File: src/common/fbsr_pkg.sv
package fbsr_pkg;

  localparam int STAGES     = 5;
  localparam int FIFO_WIDTH = 5;
  localparam int FIFO_DEPTH = 16;

  localparam logic [4:0] STAGE_RST = 5'h00;
  localparam logic [8:0] PINS_RST  = 9'h100;

  // pins from the controlling logic, sampled as one group
  typedef struct packed {
    logic       clear_n;
    logic       load;
    logic [4:0] preset;
    logic       serial;
    logic       shift_clk;
  } fbsr_pins_t;

  typedef enum logic [1:0] {
    FBSR_HOLD   = 2'b00,
    FBSR_CLEAR  = 2'b01,
    FBSR_PRESET = 2'b10,
    FBSR_SHIFT  = 2'b11
  } fbsr_op_t;

endpackage : fbsr_pkg

File: src/verilog/fbsr_top.sv
module fbsr_top (
  input  wire logic                     clk_sys_in,
  input  wire logic                     rst_in,
  input  wire fbsr_pkg::fbsr_pins_t     pins_in,
  output logic     [fbsr_pkg::STAGES-1:0] q_out,
  output logic                          shift_stall_out,
  output logic                          snap_valid_out,
  output logic [fbsr_pkg::FIFO_WIDTH-1:0] snap_data_out,
  input  wire logic                     snap_ready_in
);

  fbsr_pkg::fbsr_pins_t        s1_q;
  fbsr_pkg::fbsr_pins_t        s2_q;
  fbsr_pkg::fbsr_pins_t        s3_q;
  fbsr_pkg::fbsr_pins_t        pins_q;
  fbsr_pkg::fbsr_pins_t        pins_d;
  logic                        clk_prev_q;
  logic                        pend_q;
  logic                        pend_bit_q;
  logic [fbsr_pkg::STAGES-1:0] stage_q;
  logic [fbsr_pkg::STAGES-1:0] stage_d;
  fbsr_pkg::fbsr_op_t          op;
  logic                        fifo_ready;

  // three-flop sampling; a bit moves once stages two and three agree
  wire [8:0] agree = ~(s2_q ^ s3_q);
  assign pins_d = (s2_q & agree) | (pins_q & ~agree);

  always_ff @(posedge clk_sys_in) begin
    if (rst_in) begin
      s1_q   <= fbsr_pkg::PINS_RST;
      s2_q   <= fbsr_pkg::PINS_RST;
      s3_q   <= fbsr_pkg::PINS_RST;
      pins_q <= fbsr_pkg::PINS_RST;
    end else begin
      s1_q   <= pins_in;
      s2_q   <= s1_q;
      s3_q   <= s2_q;
      pins_q <= pins_d;
    end
  end

  // operation select, clear first
  wire clr_act   = ~pins_q.clear_n;
  wire load_act  = pins_q.clear_n & pins_q.load;
  wire clk_rise  = pins_q.shift_clk & ~clk_prev_q;
  wire shift_req = (clk_rise | pend_q) & ~clr_act & ~load_act;
  wire shift_go  = shift_req & fifo_ready;
  wire shift_bit = clk_rise ? pins_q.serial : pend_bit_q;

  assign op = clr_act  ? fbsr_pkg::FBSR_CLEAR  :
              load_act ? fbsr_pkg::FBSR_PRESET :
              shift_go ? fbsr_pkg::FBSR_SHIFT  : fbsr_pkg::FBSR_HOLD;

  always_comb begin
    case (op)
      fbsr_pkg::FBSR_CLEAR:  stage_d = fbsr_pkg::STAGE_RST;
      fbsr_pkg::FBSR_PRESET: stage_d = stage_q | pins_q.preset;
      fbsr_pkg::FBSR_SHIFT:  stage_d = {stage_q[3:0], shift_bit};
      default:               stage_d = stage_q;
    endcase
  end

  always_ff @(posedge clk_sys_in) begin
    if (rst_in) begin
      stage_q    <= fbsr_pkg::STAGE_RST;
      clk_prev_q <= 1'b0;
      pend_q     <= 1'b0;
      pend_bit_q <= 1'b0;
    end else begin
      stage_q    <= stage_d;
      clk_prev_q <= pins_q.shift_clk;
      pend_q     <= shift_req & ~fifo_ready;
      pend_bit_q <= shift_bit;
    end
  end

  // stage A is bit 0, stage E bit 4
  assign q_out           = stage_q;
  assign shift_stall_out = pend_q;

  // every shifted word is also queued for a parallel reader
  fbsr_fifo #(
    .WIDTH (fbsr_pkg::FIFO_WIDTH),
    .DEPTH (fbsr_pkg::FIFO_DEPTH)
  ) u_fifo (
    .clk_sys_in    (clk_sys_in),
    .rst_in        (rst_in),
    .in_valid_in   (shift_go),
    .in_data_in    (stage_d),
    .in_ready_out  (fifo_ready),
    .out_valid_out (snap_valid_out),
    .out_data_out  (snap_data_out),
    .out_ready_in  (snap_ready_in)
  );
endmodule : fbsr_top

File: src/verilog/fbsr_fifo.sv
module fbsr_fifo #(
  parameter int WIDTH = fbsr_pkg::FIFO_WIDTH,
  parameter int DEPTH = fbsr_pkg::FIFO_DEPTH
) (
  input  wire logic             clk_sys_in,
  input  wire logic             rst_in,
  input  wire logic             in_valid_in,
  input  wire logic [WIDTH-1:0] in_data_in,
  output logic                  in_ready_out,
  output logic                  out_valid_out,
  output logic      [WIDTH-1:0] out_data_out,
  input  wire logic             out_ready_in
);

  localparam int AW = $clog2(DEPTH);
  localparam logic [AW:0] FULL_COUNT = (AW + 1)'(DEPTH);

  logic [WIDTH-1:0] mem_q [DEPTH];
  logic [AW-1:0]    wr_ptr_q;
  logic [AW-1:0]    rd_ptr_q;
  logic [AW:0]      count_q;
  logic [AW:0]      count_d;
  logic             out_valid_q;
  logic [WIDTH-1:0] out_data_q;

  wire push     = in_valid_in & in_ready_out;
  wire out_free = ~out_valid_q | out_ready_in;
  wire pop      = out_free & (count_q != '0);

  assign in_ready_out  = count_q != FULL_COUNT;
  assign out_valid_out = out_valid_q;
  assign out_data_out  = out_data_q;
  assign count_d       = count_q + (AW + 1)'(push) - (AW + 1)'(pop);

  always_ff @(posedge clk_sys_in) begin
    if (push) begin
      mem_q[wr_ptr_q] <= in_data_in;
    end
  end

  always_ff @(posedge clk_sys_in) begin
    if (rst_in) begin
      wr_ptr_q    <= '0;
      rd_ptr_q    <= '0;
      count_q     <= '0;
      out_valid_q <= 1'b0;
      out_data_q  <= '0;
    end else begin
      wr_ptr_q <= wr_ptr_q + AW'(push);
      rd_ptr_q <= rd_ptr_q + AW'(pop);
      count_q  <= count_d;
      if (pop) begin
        out_data_q <= mem_q[rd_ptr_q];
      end
      if (out_free) begin
        out_valid_q <= pop;
      end
    end
  end
endmodule : fbsr_fifo

File: config.mk
export PLATFORM = sky130hd
export DESIGN_NAME = fbsr_top
export DESIGN_NICKNAME = d
export VERILOG_FILES = /design/src/common/fbsr_pkg.sv /design/src/verilog/fbsr_top.sv /design/src/verilog/fbsr_fifo.sv
export SDC_FILE = /design/constraint.sdc
export NUM_CORES = 1
export LEC_CHECK = 0
export BUFFER_PORTS_ARGS = -buffer_cell sky130_fd_sc_hd__buf_2
export CORE_ASPECT_RATIO = 0.7
export CORE_MARGIN = 2
export CORE_UTILIZATION = 54
export DETAILED_ROUTE_END_ITERATION = 8
export PLACE_DENSITY = 0.8
export SLEW_MARGIN = 20
export SYNTH_ARGS = -nofsm -noshare
export SYNTH_HDL_FRONTEND = slang
export SYNTH_HIERARCHICAL = 1
export SYNTH_SLANG_ARGS = --single-unit
File: constraint.sdc
create_clock -name clk_sys_in -period 2.8 [get_ports clk_sys_in]
set_input_delay 0.56 -clock clk_sys_in [delete_from_list [all_inputs] [get_ports clk_sys_in]]
set_output_delay 0.56 -clock clk_sys_in [all_outputs]
set_load 0.05 [all_outputs]
* After elaboration in Yosys (flattened, before gate mapping) *
Memories as Yosys holds them, arrays and structs flattened. A register that Yosys moved wholly into a read port is not among the register bits.
Cells that the tools add are included.
Widths: inputs -> output; s select.

word-level totals
  bits in registers = 58
  latch bits = 0
  RAM bits = 80
  memory bits (read-only) = 0
  bits of input ports = 12
  output and inout bits = 12
  logic and storage cells = 66
  memories = 1

memories
  memory        depth  width  rd ports  clocked after memory_dff  write ports  line             source
  u_fifo.mem_q  16     5      1         1                         1            fbsr_fifo.sv:18  logic [WIDTH-1:0] mem_q [DEPTH];

operators by class
  add/sub/neg operators = 4
  $mul = 0
  divide/modulo/power cells = 0
  $lt $le $gt $ge = 0
  eq/ne operators = 4
  shift operators = 0
  multiplexer cells = 7
  bitwise gates (word level) = 21
  reductions and logical operators = 1

operators by type and width
  kind                number
  $and 9x9->9         2
  $not 9->9           2
  $pmux 5 s3          1
  $or 9x9->9          1
  $xor 9x9->9         1
  $add 4x1->4         2
  $and 1x1->1         8
  $mux 2              3
  $add 5x1->5         1
  $ne 5x5->1 const B  1
  $or 5x5->5          1
  $reduce_bool 5->1   1
  $sub 5x1->5         1
  $eq 2x2->1 const B  2
  $not 1->1           4
  $mux 1              3
  $eq 2x1->1 const B  1
  $or 1x1->1          2

* Logic depth before layout (Yosys ltp) *
  depth after elaboration = 11
  gate-level depth with buffers = 14
  depth with buffers taken out = 14

* By module *
Netlist, hierarchy kept.

modules (own cells, without submodules)
  module     times used  cells an instance  area an instance (um^2)  seq. area each (um^2)
  fbsr_fifo  1           228                4,020.1                  2,782.7
  fbsr_top   1           128                1,426.4                  880.8

* Worst setup path after synthesis *
Ideal clock, no wire load.

  kind = register -> register
  start = register u_fifo.count_q[3]
  end = register u_fifo.count_q[4]
  setup time = 71 ps
  arrival = 2,703 ps
  required time = 2,729 ps
  setup slack = 27 ps
  cell stages (with the launch flop) = 14
  path buffers = 1
  period minus slack after synthesis = 2,773 ps
  cell sequence = dfxtp_1 -> inv_1 -> ha_1 -> or4b_1 -> and2_1 -> buf_2 -> nand2_1 -> nand2_1 -> ha_1 -> fa_1 -> a21oi_1 -> nor2_1 -> or3_1 -> a21oi_1

between the ends
  cells in the longest elaborated chain, start to end = 5
  elaborated cells on any way between the ends = 7
  those cells by class = add/sub (2); eq/ne (1); bitwise (3); reduce/logical (1)

RTL lines
  element                 line             source
  start, declared         fbsr_fifo.sv:21  logic [AW:0] count_q;
  start signal, assigned  fbsr_fifo.sv:51  count_q <= count_d;
  $ne 5x5->1              fbsr_fifo.sv:30  assign in_ready_out = count_q != FULL_COUNT;
  $and 1x1->1             fbsr_top.sv:48   wire shift_go = shift_req & fifo_ready;
  $and 1x1->1             fbsr_fifo.sv:26  wire push = in_valid_in & in_ready_out;
  $add 5x1->5             fbsr_fifo.sv:33  assign count_d = count_q + (AW + 1)'(push) - (AW + 1)'(pop);
  $sub 5x1->5 (*)         fbsr_fifo.sv:33

Every way passes the cells marked *; elsewhere a longest branch is shown, timed or not.
A chain may end at the register's enable or synchronous reset.

* Worst setup path after layout *
Ends and elaborated chain as after synthesis.

==> summary by stage <==
Status
The flow ran to the end, and the final reports show no timing, DRC or antenna violations.

Global routing
The via count of the first global-routing pass is 2991. The number of antenna violations at the first check in global routing is 0. Entering global routing, the biggest net connects 48 pins. The wire length of the first global-routing pass is 16260 um. The aggregate global routing overflow is 0. The total global routing track utilization is 21.17%.

Hold path
The worst hold-check path type is input port to flip-flop.

Clocking
Clock-pin slew was measured on the worst setup and hold paths at 0.06 ns. The number of hold buffers added after cts is 0. No sink is reached through more buffers than the 2 on the longest clock path. CTS saw 143 sinks. The clock tree synthesis step divided the H-tree into 4 levels. The library cell used as clock root buffer is clkbuf_16. The later-pin clock latency in the skew report is 0.42 ns. The number of buffers added by the clock tree synthesis step is 17. TritonCTS built the clock tree.

Critical path
Among cell families on the critical path, the largest total delay comes from simple AND/OR/NAND/NOR gates. In this design, the critical path's most frequently occurring cell is ha_1. The slowest stage of the critical path belongs to the cell or4b_4. The critical path data required time is 3.14 ns. The category of the worst setup path capture point is a flip-flop. Along the worst path, the maximum fanout reaches 2. Traced cell by cell, the critical path runs through inv_1, ha_1, or4b_4, and2_4, nand2_2, nand2_1, ha_1, fa_2, a21oi_2, nor2_1, or3_1, a21oi_1.

The critical path arrival is 2.99 ns. The launching element type of the critical path is a flip-flop. The largest single stage delay on the critical path is 0.47 ns. The classification of the worst setup path is flip-flop to flip-flop. The number of buffers and inverters on the critical path is 1.

Die
The die width is 124.0 um. The floorplan step set the die height to 88.03 um. The standard cell core area is 9759 um2.

Pin placement for this block handled 24 I/O pins. The die covers 10920 um2. The number of rows created at floorplan is 30.

The initial standard-cell utilization of the core is 55.81%.

Yosys
Counting flops with a built-in enable in the synthesized netlist gives 80. By area the synthesized netlist is led by edfxtp_1, dfxtp_1, mux4_1. After technology mapping, the gate count stands at 356.

The synthesis warning total is 6. The largest area contributor in the synthesized netlist is edfxtp_1. The portion of synthesized area spent on multiplexers is 11.72%. The total nets after synthesis is 377. Of all flip-flops after synthesis, the portion carrying an async set or reset was 0%.

After synthesis, the largest family of logic cells by area is multiplexers. The average size of a mapped cell is 15.30 um2. The synthesized design contains 143 register bits. The adder-cell share of the synthesized area is 2.205%. The area share of the leading cell type in the synthesized netlist is 44.11%. The synthesized netlist devotes 5.077% of its cell area to compound gates. The sequential-to-total area share from yosys stat is 67.26%. The netlist uses 41 different library cells. The area of the mapped netlist is 5446 um2. The area share of and/or/nand/nor cells after synthesis is 10.45%. The post-synthesis xor/xnor area fraction is 1.286%. The dominant synthesized flop cell is edfxtp_1.

Cells and area
The post-route netlist has 24.45% of its cells at a drive strength greater than 1. The leading cell type in the layout, fill and taps excluded is edfxtp_1. The number of fill cells in the layout is 673. The final antenna diode count is 0.

The area taken by flip-flops and latches is 3664 um2. Once layout is complete, the cells apart from fillers number 537. The multi-input combinational cells in the finished layout cover a total of 1689 um2. From synthesis to final layout, the design area changed by 15.87%. The net count of the finished layout is 417. In the layout the commonest cells are edfxtp_1, dfxtp_1, nor2b_1, nand2_1, buf_2.

Detailed routing
The final layout contains routed wiring with a total length of 10490 um. The routed layout has 3012 vias. The detailed router finished its first iteration with 227 violations. The count of unresolved DRC violations after routing is 0. The count of antenna-violating nets left after detailed routing is 0. After detailed routing, the average wire length per cell comes to 19.54 um. Dividing the detail-routed via count by the number of cells gives 5.609. The detailed-routing iteration count for the pre-antenna-repair pass is 5.

STA
For the final routed database, the setup TNS stands at 0 ns. The clock arrives with 0.006908 ns of skew. The part of the cycle the worst path needs is 94.78%. The setup slack after layout is 0.1463 ns. The transition time at the pin with the least slew margin is 0.7720 ns. The count of final max-slew check failures is 0. The number of hold-slack violations in the final timing report is 0. For this run, the top clock speed supported by timing is 376.8 MHz. Setup violations remaining at the end of the flow were counted as 0.

The post-route minimum period is 2.654 ns. The relative slew slack is 48.53%. Setup repair after global routing left no endpoint under its margin.

Power and ir drop
The peak supply drop is 0.4751 mV. Dividing total power by cell area gives a power density of 865.3 nW/um2. For this design the static power due to leakage is 2.270 nW. Overall power consumption after layout is estimated at 5.461 mW.

Place
The HPWL after detailed placement is 6721 um. The number of buffer cells added on primary ports is 23. Counting tap cells, the placed design contains a total of 503 instances. The worst-case setup slack after placement is 0.01786 ns.

The congestion estimate from routability-driven global placement came to 0.7730.

Run
Max-cap violations in this run came to 0.
==> layer usage <==
layer | vias up | wire [um] | global-route usage [%]
li1 | 1408 | - | -
met1 | 1500 | 4853 | 29.00
met2 | 95 | 4933 | 32.57
met3 | 9 | 631 | 7.031
met4 | 0 | 74 | 6.639
met5 | - | 0 | 0
==> final cells by class <==
type	count	share of cell area, %
Clock buffer	18	7.137
Sequential cell	143	58.05
Clock inverter	14	1.606
Inverter	7	0.4163
Timing Repair Buffer	37	3.489
Multi-Input combinational cell	190	26.76
Tap cell	128	2.538
==> sequential cells by signal, indices dropped and copies added (netlist names), named ones only <==
signal and count:
u_fifo/out_data_out 5, pend_bit_q 1, clk_prev_q 1, u_fifo/count_q 5, s3_q 9, s2_q 9
u_fifo/rd_ptr_q 4, u_fifo/mem_q 80, u_fifo/wr_ptr_q 4, shift_stall_out 1, u_fifo/out_valid_out 1, s1_q 9
q_out 5
==> per-stage QoR <==
stage	util [%]	cell area, um2	hold WS [ns]
detailed placement	58.71	5729	0.3923
finish	64.67	6311	0.3277
floorplan	-	5446	0.3895
global route	64.67	6311	0.3154
CTS	64.38	6284	0.3163
global placement	58.71	5729	0.3959
==> report_power, final <==
part / switching, mW / total, mW / internal, mW
clock network: 0.895 / 2.09 / 1.20
registers: 0.0565 / 2.35 / 2.29
logic: 0.547 / 1.02 / 0.471
total: 1.50 / 5.46 / 3.96
==> path summary, 6_finish.rpt <==
path | end | start | depth (start not counted) | slack [ns]
max | u_fifo/count_q[4] | u_fifo/count_q[3] | 12 | 0.15
min | s1_q[8] | pins_in[8] | 2 | 0.33
max reg2reg | u_fifo/count_q[4] | u_fifo/count_q[3] | 12 | 0.15
min reg2reg | s2_q[8] | s1_q[8] | 1 | 0.41
==> Yosys cell counts (2+ instances only) <==
library cell / number
edfxtp_1: 80
dfxtp_1: 63
nor2b_1: 33
nand2_1: 24
nor2_1: 22
a21oi_1: 18
mux4_1: 16
clkbuf_1: 9
mux4_2: 9
o21ai_0: 9
ha_1: 8
a21o_1: 6
a32o_2: 5
inv_1: 5
nor3_1: 5
xnor2_1: 5
nand2b_1: 3
nor2b_4: 3
or2_2: 3
xor2_1: 3
and2_1: 2
buf_6: 2
clkbuf_2: 2
nand3_1: 2
nand3b_1: 2
or3_1: 2
==> timing repair <==
item / in CTS / in global routing
gates resized for setup: 1 / 5
gates cloned: 0 / 0
pin swaps: 0 / 2
endpoints found under the setup margin: 1 / 1
buffers inserted: 0 / 2
==> cell families after synthesis <==
kind of cell	after synthesis
flops	143
fa+ha+maj	9
simple gates	105
mux	26
xor+xnor	8
buf+inv	23
compound gates	42
Power figures use the tool's default switching activity.
